--- src/rtl/apsr_pkg.sv ---
// constants and types for the axis position and status readout block
package apsr_pkg;

    // ------------------------------------------------------------------
    // register offsets (word index on the plain register port)
    // ------------------------------------------------------------------
    localparam logic [7:0] A_CMD_POS_X  = 8'h00;
    localparam logic [7:0] A_CMD_POS_Y  = 8'h01;
    localparam logic [7:0] A_ENC_POS_X  = 8'h02;
    localparam logic [7:0] A_ENC_POS_Y  = 8'h03;
    localparam logic [7:0] A_SPEED_X    = 8'h04;
    localparam logic [7:0] A_SPEED_Y    = 8'h05;
    localparam logic [7:0] A_ACCEL_X    = 8'h06;
    localparam logic [7:0] A_ACCEL_Y    = 8'h07;
    localparam logic [7:0] A_PINS_X     = 8'h08;
    localparam logic [7:0] A_PINS_Y     = 8'h09;
    localparam logic [7:0] A_CAUSE_X    = 8'h0A;
    localparam logic [7:0] A_CAUSE_Y    = 8'h0B;
    localparam logic [7:0] A_ERR_ANY    = 8'h0C;
    localparam logic [7:0] A_AXIS_SEL   = 8'h0D;
    localparam logic [7:0] A_SET_CMD    = 8'h0E;
    localparam logic [7:0] A_SET_ENC    = 8'h0F;
    localparam logic [7:0] A_QUERY_SEL  = 8'h10;
    localparam logic [7:0] A_QUERY_ANS  = 8'h11;
    localparam logic [7:0] A_CLR_STOP   = 8'h12;
    localparam logic [7:0] A_SW_STOP    = 8'h13;
    localparam logic [7:0] A_IRQ_STAT   = 8'h14;
    localparam logic [7:0] A_IRQ_MASK   = 8'h15;

    // ------------------------------------------------------------------
    // pin-level word bit positions
    // ------------------------------------------------------------------
    localparam int P_NEAR  = 0;
    localparam int P_HOME  = 1;
    localparam int P_INDEX = 2;
    localparam int P_EMERG = 3;
    localparam int P_EXTP  = 4;
    localparam int P_EXTN  = 5;
    localparam int P_IN_POSITION_INPUT = 6;
    localparam int P_ALARM = 7;
    localparam int P_SPARE = 11;
    localparam int P_FWD   = 14;
    localparam int P_REV   = 15;

    // ------------------------------------------------------------------
    // stop-cause bit positions (weight = 2**position)
    // ------------------------------------------------------------------
    localparam int C_SOFT_FWD = 0;
    localparam int C_SOFT_REV = 1;
    localparam int C_HARD_FWD = 2;
    localparam int C_HARD_REV = 3;
    localparam int C_ALARM    = 4;
    localparam int C_EMERG    = 5;
    localparam int C_HOME     = 7;
    localparam int C_SW_STOP  = 8;

    // ------------------------------------------------------------------
    // reset values and misc widths
    // ------------------------------------------------------------------
    localparam logic [31:0] RST_POS   = 32'h0000_0000;
    localparam logic [15:0] RST_WORD  = 16'h0000;
    localparam logic [1:0]  RST_SEL   = 2'h0;
    localparam logic [3:0]  RST_QSEL  = 4'h0;
    localparam int          NUM_AXES  = 2;
    localparam int          IRQ_BITS  = 3;

    // query selector codes
    typedef enum logic [3:0] {
        Q_MOVING = 4'h0, Q_FWD   = 4'h1, Q_REV   = 4'h2, Q_EMERG = 4'h3,
        Q_ALARM  = 4'h4, Q_HOME  = 4'h5, Q_NEAR  = 4'h6, Q_SPARE = 4'h7,
        Q_IN_POSITION_INPUT  = 4'h8, Q_INDEX = 4'h9
    } apsr_query_t;

    // per-axis raw inputs from the motion core and pins
    typedef struct packed {
        logic        moving;
        logic        soft_fwd;
        logic        soft_rev;
        logic        fwd_limit_input;
        logic        rev_limit_input;
        logic        alarm;
        logic        home;
        logic        near_origin_input;
        logic        index;
        logic        in_position_input;
        logic        spare_input_three;
        logic        ext_pulse_pos_input;
        logic        ext_pulse_neg_input;
        logic [31:0] present_speed;
        logic [31:0] present_accel;
        logic        cmd_step;       // commanded position advance
        logic        cmd_dir;        // 1 = count down
        logic        enc_step;       // encoder count advance
        logic        enc_dir;        // 1 = count down
    } apsr_axis_in_t;

    // per-axis kept state
    typedef struct packed {
        logic [31:0] commanded_position_count;
        logic [31:0] encoder_position_count;
        logic        sw_stop;
    } apsr_axis_st_t;

    // whole module state
    typedef struct packed {
        apsr_axis_st_t [NUM_AXES-1:0] ax;
        logic [1:0]          axis_sel;
        logic [3:0]          query_sel;
        logic [31:0]         rdata;
        logic [IRQ_BITS-1:0] irq_stat;
        logic [IRQ_BITS-1:0] irq_mask;
        logic                irq;
        logic                err_any;
        logic [NUM_AXES-1:0] cause_nz;
    } apsr_state_t;

endpackage : apsr_pkg

--- src/rtl/apsr_top.sv ---
// axis position counters, rates, pin levels and stop-cause readout
//
// The strobed register port and the address map were chosen for this implementation.
`timescale 1ns/1ps
// Contract
// - signed 32-bit commanded position, load and read
// - signed 32-bit encoder position, preset and read
// - preset by axis mask, read one axis
// - report present speed in pulses per second
// - report present acceleration, pulses per second squared
// - single-signal query by selector zero to nine
// - 16-bit raw pin word, one is high
// - pin word bit placement as fixed
// - emergency bit only on the X word
// - module flag when any cause nonzero
// - cause code is sum of weights
// - weights 1, 2 are software limits
// - weights 4, 8 are hardware limits
// - 16 alarm, 32 emergency, 64 never
// - 128 when index and home together
// - 256 marks software stop command
module apsr_top
    import apsr_pkg::*;
(
    input  wire logic          i_sys_clk,     // system clock, 50 MHz
    input  wire logic          i_rst_n,       // async reset, active low
    input  wire logic [7:0]    i_addr,        // register word index
    input  wire logic [31:0]   i_wdata,       // write data
    input  wire logic          i_wr,          // write strobe
    input  wire logic          i_rd,          // read strobe
    output logic      [31:0]   o_rdata,       // read data, cycle after read
    input  wire logic          i_emerg,       // module emergency level
    input  wire apsr_axis_in_t i_ax_x,        // x axis inputs
    input  wire apsr_axis_in_t i_ax_y,        // y axis inputs
    output logic               o_error_any,   // any axis cause nonzero
    output logic      [1:0]    o_stop_req,    // per-axis software stop
    output logic               o_irq          // level interrupt
);

    // ------------------------------------------------------------------
    // state
    // ------------------------------------------------------------------
    apsr_state_t   s_q;
    apsr_state_t   s_d;
    apsr_axis_in_t ain [NUM_AXES];
    logic [15:0]   pins  [NUM_AXES];
    logic [15:0]   cause [NUM_AXES];
    logic [NUM_AXES-1:0] cnz;
    logic [IRQ_BITS-1:0] ev;

    assign ain[0] = i_ax_x;
    assign ain[1] = i_ax_y;

    // ------------------------------------------------------------------
    // per-axis pin word and cause code
    // ------------------------------------------------------------------
    always_comb begin
        for (int a = 0; a < NUM_AXES; a++) begin
            pins[a] = RST_WORD;
            pins[a][P_NEAR]  = ain[a].near_origin_input;
            pins[a][P_HOME]  = ain[a].home;
            pins[a][P_INDEX] = ain[a].index;
            pins[a][P_EMERG] = (a == 0) ? i_emerg : 1'b0;
            pins[a][P_EXTP]  = ain[a].ext_pulse_pos_input;
            pins[a][P_EXTN]  = ain[a].ext_pulse_neg_input;
            pins[a][P_IN_POSITION_INPUT] = ain[a].in_position_input;
            pins[a][P_ALARM] = ain[a].alarm;
            pins[a][P_SPARE] = ain[a].spare_input_three;
            pins[a][P_FWD]   = ain[a].fwd_limit_input;
            pins[a][P_REV]   = ain[a].rev_limit_input;
            cause[a] = RST_WORD;
            cause[a][C_SOFT_FWD] = ain[a].soft_fwd;
            cause[a][C_SOFT_REV] = ain[a].soft_rev;
            cause[a][C_HARD_FWD] = ain[a].fwd_limit_input;
            cause[a][C_HARD_REV] = ain[a].rev_limit_input;
            // alarm and emergency; 64 stays zero
            cause[a][C_ALARM]    = ain[a].alarm;
            cause[a][C_EMERG]    = i_emerg;
            cause[a][C_HOME]     = ain[a].index & ain[a].home;
            cause[a][C_SW_STOP]  = s_q.ax[a].sw_stop;
            cnz[a] = |cause[a];
        end
    end

    // ------------------------------------------------------------------
    // next state
    // ------------------------------------------------------------------
    always_comb begin
        logic [1:0]  qa;
        logic        qv;
        logic [31:0] r;
        s_d = s_q;
        qa  = 2'b00;
        qv  = 1'b0;
        r   = 32'h0000_0000;

        // counters follow the motion core unless preset
        for (int a = 0; a < NUM_AXES; a++) begin
            if (ain[a].cmd_step) begin
                s_d.ax[a].commanded_position_count =
                    ain[a].cmd_dir ? s_q.ax[a].commanded_position_count - 1
                                   : s_q.ax[a].commanded_position_count + 1;
            end
            if (ain[a].enc_step) begin
                s_d.ax[a].encoder_position_count =
                    ain[a].enc_dir ? s_q.ax[a].encoder_position_count - 1
                                   : s_q.ax[a].encoder_position_count + 1;
            end
        end

        // register writes
        if (i_wr) begin
            case (i_addr)
                A_AXIS_SEL:  s_d.axis_sel  = i_wdata[1:0];
                A_QUERY_SEL: s_d.query_sel = i_wdata[3:0];
                A_IRQ_MASK:  s_d.irq_mask  = i_wdata[IRQ_BITS-1:0];
                A_IRQ_STAT:  s_d.irq_stat  = s_q.irq_stat
                                             & ~i_wdata[IRQ_BITS-1:0];
                A_SET_CMD: begin
                    for (int a = 0; a < NUM_AXES; a++) begin
                        if (s_q.axis_sel[a]) begin
                            s_d.ax[a].commanded_position_count = i_wdata;
                        end
                    end
                end
                A_SET_ENC: begin
                    for (int a = 0; a < NUM_AXES; a++) begin
                        if (s_q.axis_sel[a]) begin
                            s_d.ax[a].encoder_position_count = i_wdata;
                        end
                    end
                end
                A_SW_STOP: begin
                    for (int a = 0; a < NUM_AXES; a++) begin
                        if (i_wdata[a]) begin
                            s_d.ax[a].sw_stop = 1'b1;
                        end
                    end
                end
                A_CLR_STOP: begin
                    for (int a = 0; a < NUM_AXES; a++) begin
                        if (i_wdata[a]) begin
                            s_d.ax[a].sw_stop = 1'b0;
                        end
                    end
                end
                default: begin
                end
            endcase
        end

        // single-signal query, y axis only when selection has bit 1 alone, else x
        // selector zero to nine
        qa = s_q.axis_sel[1] & ~s_q.axis_sel[0] ? 2'd1 : 2'd0;
        case (apsr_query_t'(s_q.query_sel))
            Q_MOVING: qv = ain[qa[0]].moving;
            Q_FWD:    qv = ain[qa[0]].fwd_limit_input;
            Q_REV:    qv = ain[qa[0]].rev_limit_input;
            Q_EMERG:  qv = i_emerg;
            Q_ALARM:  qv = ain[qa[0]].alarm;
            Q_HOME:   qv = ain[qa[0]].home;
            Q_NEAR:   qv = ain[qa[0]].near_origin_input;
            Q_SPARE:  qv = ain[qa[0]].spare_input_three;
            Q_IN_POSITION_INPUT:  qv = ain[qa[0]].in_position_input;
            Q_INDEX:  qv = ain[qa[0]].index;
            default:  qv = 1'b0;
        endcase

        // register reads, one axis per address
        if (i_rd) begin
            case (i_addr)
                A_CMD_POS_X: r = s_q.ax[0].commanded_position_count;
                A_CMD_POS_Y: r = s_q.ax[1].commanded_position_count;
                A_ENC_POS_X: r = s_q.ax[0].encoder_position_count;
                A_ENC_POS_Y: r = s_q.ax[1].encoder_position_count;
                A_SPEED_X:   r = ain[0].present_speed;
                A_SPEED_Y:   r = ain[1].present_speed;
                A_ACCEL_X:   r = ain[0].present_accel;
                A_ACCEL_Y:   r = ain[1].present_accel;
                A_PINS_X:    r = {16'h0000, pins[0]};
                A_PINS_Y:    r = {16'h0000, pins[1]};
                A_CAUSE_X:   r = {16'h0000, cause[0]};
                A_CAUSE_Y:   r = {16'h0000, cause[1]};
                A_ERR_ANY:   r = {31'h0000_0000, s_q.err_any};
                A_AXIS_SEL:  r = {30'h0000_0000, s_q.axis_sel};
                A_QUERY_SEL: r = {28'h000_0000, s_q.query_sel};
                A_QUERY_ANS: r = {31'h0000_0000, qv};
                A_IRQ_STAT:  r = {29'h0000_0000, s_q.irq_stat};
                A_IRQ_MASK:  r = {29'h0000_0000, s_q.irq_mask};
                default:     r = 32'h0000_0000;
            endcase
        end
        s_d.rdata = r;

        s_d.err_any  = |cnz;
        s_d.cause_nz = cnz;

        // events: axis cause rises, then set wins over clear
        ev = {1'b0, cnz & ~s_q.cause_nz};
        ev[2] = |cnz & ~s_q.err_any;
        s_d.irq_stat = s_d.irq_stat | ev;
        s_d.irq = |(s_d.irq_stat & s_d.irq_mask);
    end

    // ------------------------------------------------------------------
    // state register
    // ------------------------------------------------------------------
    always_ff @(posedge i_sys_clk or negedge i_rst_n) begin
        if (!i_rst_n) begin
            for (int a = 0; a < NUM_AXES; a++) begin
                s_q.ax[a].commanded_position_count <= RST_POS;
                s_q.ax[a].encoder_position_count   <= RST_POS;
                s_q.ax[a].sw_stop                  <= 1'b0;
            end
            s_q.axis_sel  <= RST_SEL;
            s_q.query_sel <= RST_QSEL;
            s_q.rdata     <= RST_POS;
            s_q.irq_stat  <= '0;
            s_q.irq_mask  <= '0;
            s_q.irq       <= 1'b0;
            s_q.err_any   <= 1'b0;
            s_q.cause_nz  <= '0;
        end else begin
            s_q <= s_d;
        end
    end

    // outputs straight from flip-flops
    assign o_rdata     = s_q.rdata;
    assign o_error_any = s_q.err_any;
    assign o_irq       = s_q.irq;
    always_comb begin
        for (int a = 0; a < NUM_AXES; a++) begin
            o_stop_req[a] = s_q.ax[a].sw_stop;
        end
    end

endmodule // apsr_top

--- config.mk ---
export PLATFORM = sky130hd
export DESIGN_NAME = apsr_top
export DESIGN_NICKNAME = d
export VERILOG_FILES = /design/src/rtl/apsr_pkg.sv /design/src/rtl/apsr_top.sv
export SDC_FILE = /design/constraint.sdc
export NUM_CORES = 1
export LEC_CHECK = 0
export ABC_AREA = 1
export BUFFER_PORTS_ARGS = -buffer_cell sky130_fd_sc_hd__buf_2
export CAP_MARGIN = 20
export CORE_MARGIN = 3
export CORE_UTILIZATION = 45
export DETAILED_ROUTE_END_ITERATION = 16
export SKIP_LAST_GASP = 1
export SYNTH_ARGS = -nofsm -noshare
export SYNTH_HDL_FRONTEND = slang
export SYNTH_SLANG_ARGS = --single-unit
--- constraint.sdc ---
create_clock -name i_sys_clk -period 2.5 [get_ports i_sys_clk]
set_clock_uncertainty 0.15 [all_clocks]
set_input_delay 0.25 -clock i_sys_clk [delete_from_list [all_inputs] [get_ports i_sys_clk]]
set_output_delay 0.25 -clock i_sys_clk [all_outputs]
set_load 0.1 [all_outputs]
* Word level (Yosys, flattened, before mapping)
Cells that the tools add are included.
** Operators by class
- $add $sub $neg :: 8
- $lt $le $gt $ge :: 1
- Equality and inequality tests :: 34
- Mux-type cells :: 35
- Bitwise gates (word level) :: 13
- Reductions and logical operators :: 11
** Operator list (count)
- $pmux W32 S18 :: 1
- $mux W32 :: 17
- $mux W81 :: 3
- $mux W136 :: 1
- $add A32 B1 Y32 const B :: 4
- $sub A32 B1 Y32 const B :: 4
- $eq A8 B4 Y1 const B :: 8
- $eq A8 B5 Y1 const B :: 6
- $eq A8 B3 Y1 const B :: 4
- $eq A4 B3 Y1 const B :: 4
- $eq A8 B2 Y1 const B :: 2
- $reduce_or A8 Y1 :: 2
- $reduce_or A15 Y1 :: 1
- $pmux W1 S10 :: 1
- $eq A4 B2 Y1 const B :: 2
- $eq A4 B4 Y1 const B :: 2
- $eq A8 B1 Y1 const B :: 1
- $logic_not A8 Y1 :: 1
- $ne A2 B2 Y1 const B :: 4
- $reduce_and A4 Y1 :: 2
- $and A3 B3 Y3 :: 2
- $mux W3 :: 2
- $mux W6 :: 1
- $mux W1 :: 5
- other kinds (16) :: 22
** Storage, ports and cells
- Register bits after elaboration :: 178
- Input port bits :: 207
- Word-level logic and storage cells :: 116

* Depth between registers and ports, before layout
- Word-level depth :: 10
- Mapped depth :: 13
- Mapped depth without buffers :: 13

* Least setup slack after synthesis
No wires, ideal clock.
- Kind :: register -> register
- Start point :: register s_q[81] in the netlist's numbering
- End point :: register s_q[109] in the netlist's numbering
- Library setup time :: 0.117 ns
- Arrival time :: 1.693 ns
- Setup slack :: 0.540 ns
- Stages on the path, launching flop included :: 14
- Period minus slack after synthesis :: 1.960 ns
- Cells stage by stage :: dfrtp_1 -> fa_1 -> nand3_1 -> nand3_1 -> nand2_1 -> nand2_1 -> nand2_1 -> nand2_1 -> nand2_1 -> nand2_1 -> nand2_1 -> nand3_1 -> nand2_1 -> nand2_1
** RTL lines
- from (decl) :: RTL line apsr_top.sv:43 : apsr_state_t s_q;

==> reports/results.tsv <==
metric	value	unit
total wire length	92300	µm
ratio of cells with drive above 1 in the final layout	10.6	%
DRT iter0 DRCs	2369	
share of total power consumed by net switching	54.5	%
time the worst path needs with I/O delays and setup	2.38	ns
highest net fanout along the worst path	4	
FFs w/ async S/R, synth	100	%
sequential share of power	23.5	%
r2r setup slk	0.12	ns
area after detailed placement	21900	µm²
number of maximum-capacitance violations	0	
post-detailed-route count of antenna-violating nets	0	
mean area per synthesized cell	5.72	µm²
crit end category	register	
P&R area growth vs syn	16.4	%
count of mapped cells out of synthesis	3446	
final worst-path cycle share	95.3	%
die area	46400	µm²
leading area contributor after synthesis	nand2_1	
dpl cells	4249	
upper clock frequency limit	420	MHz
result of the run	completed	
warning count from the yosys run	0	
sum of negative setup slack	0	ns
commonest cells in the synthesized netlist	nand2_1, inv_1, nand3_1, nor2_1, o21ai_0	
non-filler cells in the finished layout	4327	
count of H-tree levels built during CTS	4	
count of TritonRoute iterations in the first routing pass	8	
Cell Area, Synth	19700	µm²
detailed-route DRC error count	0	
global-route track usage on met3	8.05	%
length in cells of the worst reg-to-reg path	12	
post-CTS repair timing setup buffer count	0	
final design area excluding fillers	23000	µm²
power density normalized to cell area	992	nW/µm²
total count of hold-check failures in the final report	0	
latest clock arrival within the worst-skew pair	0.50	ns
Int Pwr	0.0104	W
floorplan die width	215	µm
measured slew at the worst slew-check pin	0.852	ns
buffer levels on the longest clock path	2	
global-route wire length before repair	136000	µm
met1 Use GR	49.1	%
prevailing post-synth register cell	dfrtp_1	
gp weighted congestion	1.07	
synthesized netlist net count	3777	
maximum number of pins on one net before global-route repair	58	
starting density of the core	45.7	%
antenna violations before repair	2	
unrepaired setup endpoints after global routing	false	
startpoint of the most critical register-to-register path	s_q[60]$_DFF_PN0_	
height of the die	215	µm
Cell variety after synth	42	
Reg2Reg Capture Point	s_q[70]$_DFF_PN0_	
Detail Placement HPWL	74900	µm
IO Pins	243	
area inside the core boundary	43200	µm²
final slew viol count	0	
clock slew at the register clock pins of the worst setup and hold paths	0.08	ns
standby leakage power	13.1	nW
vias in the first global route	22400	
Vias	23800	
part of the Yosys area used for sequential elements	22.6	%
fraction of synthesized cell area taken by the top area cell type	23.9	%
Num CTS Buffers	17	
buffers added on ports	242	
total net switching power	0.0124	W
number of register bits inferred by synthesis	178	
worst slew margin relative to its limit	43.1	%
library cell with the highest instance count after synthesis	nand2_1	
TritonCTS clock tree	done	
combinational power share	64.1	%
average detailed-routed wire length per instance	21.3	µm
total of fill cells in the finished design	4669	
Hold Crit Endpoint	o_rdata[4]$_DFF_PN0_	
count of flip-flops with a built-in enable after synthesis	0	
via-per-instance ratio	5.49	
global routing usage summed across all routing layers	39.0	%
DP Worst Slack	-0.0720	ns
crit path launch type	register	
Min-Delay Path Depth	5	
path type of the worst setup path	reg -> reg	
met2 global-route usage	61.8	%
Clock power frac	12.4	%
Synth area leaders	nand2_1, dfrtp_1, inv_1	
Worst Slack Setup Final	0.118	ns
cell chosen for the clock root	clkbuf_16	
WP data arrival	2.62	ns
total number of clock tree sinks	178	
total congestion overflow after global routing	0	
most used routing layer in global routing	met2	
number of nets in the layout	4058	
worst vdd rail ir drop	0.522	mV
data required time of the critical path	2.74	ns
Min-Delay Path Class	in -> reg	
Std-Cell Rows	76	
critical hold path startpoint	i_ax_y[8]	
total of endpoints with negative setup slack in the final report	0	
## per-layer routing
metal / routed length, µm / up-vias
met1: 37300 / 10900
met4: 6310 / 2
met3: 8470 / 253
li1: - / 11400
met2: 40300 / 1195
met5: 11 / -
## repair_timing
action                     CTS  global route
resized for setup            0             3
hold endpoints to repair   144             0
setup endpoints to repair    0             3
hold buffers                44             0
## critical path, cell delays in order (launching register included)
cell     delay (ns)
dfrtp_1        0.45
ha_1           0.38
nand2_1        0.13
nor2_1         0.15
inv_1          0.09
nor3_1         0.13
nand2_1        0.12
nand2_1        0.16
nand2_1        0.08
nand3_1        0.07
nand3_1        0.18
nand2_1        0.12
nand2_1        0.06
## metrics by stage
| step | hold slack [ns] | power (W) | utilization [%] |
|---|---|---|---|
| after floorplan | -0.196 | 0.0149 | - |
| after global placement | 0.112 | 0.0194 | 50.8 |
| after detailed placement | 0.119 | 0.0196 | 50.8 |
| after CTS | 0.000358 | 0.0225 | 53.1 |
| after global routing | 0.0379 | 0.0248 | 53.2 |
| final | 0.0330 | 0.0228 | 53.2 |
## flip-flops by register name, summed over array words and instances (netlist names)
register / cells
s_q: 142
o_rdata: 32
o_stop_req: 2
o_error_any: 1
o_irq: 1
## power groups by stage
stage	combinational [W]	clock, W	sequential, W
3_5_place_dp	0.0143	0	0.00531
5_1_grt	0.0165	0.00294	0.00537
6_report	0.0146	0.00282	0.00535
4_1_cts	0.0144	0.00285	0.00527
2_1_floorplan	0.0103	0	0.00464
3_3_place_gp	0.0141	0	0.00529
## layout by cell type, fill, tap and decap left out, types with 79 or more instances in the layout
master / n
inv_1: 577
o21ai_0: 181
a21oi_1: 131
nand3_1: 308
buf_2: 241
buf_4: 79
nor2_1: 296
dfrtp_1: 178
nand2_1: 1256
ha_1: 120
## area by class of cell
| cell class | count | area, µm² | area share, % |
|---|---|---|---|
| inverter | 589 | 2210 | 9.64 |
| tap | 585 | 732 | 3.19 |
| clock buffer | 18 | 439 | 1.91 |
| clock inverter | 14 | 140 | 0.611 |
| timing repair buffer | 380 | 2550 | 11.1 |
| antenna | 2 | 5.00 | 0.0218 |
| multi-input combinational | 2561 | 12400 | 54.1 |
| sequential | 178 | 4450 | 19.4 |
## worst max path at each step
stage                           start  cells after the start  slack, ns                  to
floorplan           s_q[81]$_DFF_PN0_                     13       0.54  s_q[109]$_DFF_PN0_
global placement            i_ax_y[2]                     13      -0.05  s_q[174]$_DFF_PN0_
detailed placement          i_ax_y[2]                     13      -0.07  s_q[172]$_DFF_PN0_
CTS                 s_q[62]$_DFF_PN0_                     11       0.16   s_q[79]$_DFF_PN0_
global route        s_q[62]$_DFF_PN0_                     13      0.009   s_q[75]$_DFF_PN0_
finish              s_q[60]$_DFF_PN0_                     12       0.12   s_q[70]$_DFF_PN0_
## logic make-up (layout without fill, tap and decap cells)
group                      after synthesis  in the layout  synth area share [%]
adders and majority gates              124            124                  8.02
DFF                                    178            178                  22.6
xor gates and xnor gates                44             44                  1.95
other                                    0              2                     0
buffers and inverters                  707           1001                  14.6
and+or+nand+nor                       1960           1960                  40.4
AOI/OAI and AO/OA                      433            433                  12.4
Note: power is estimated with default switching activity, not from simulation.
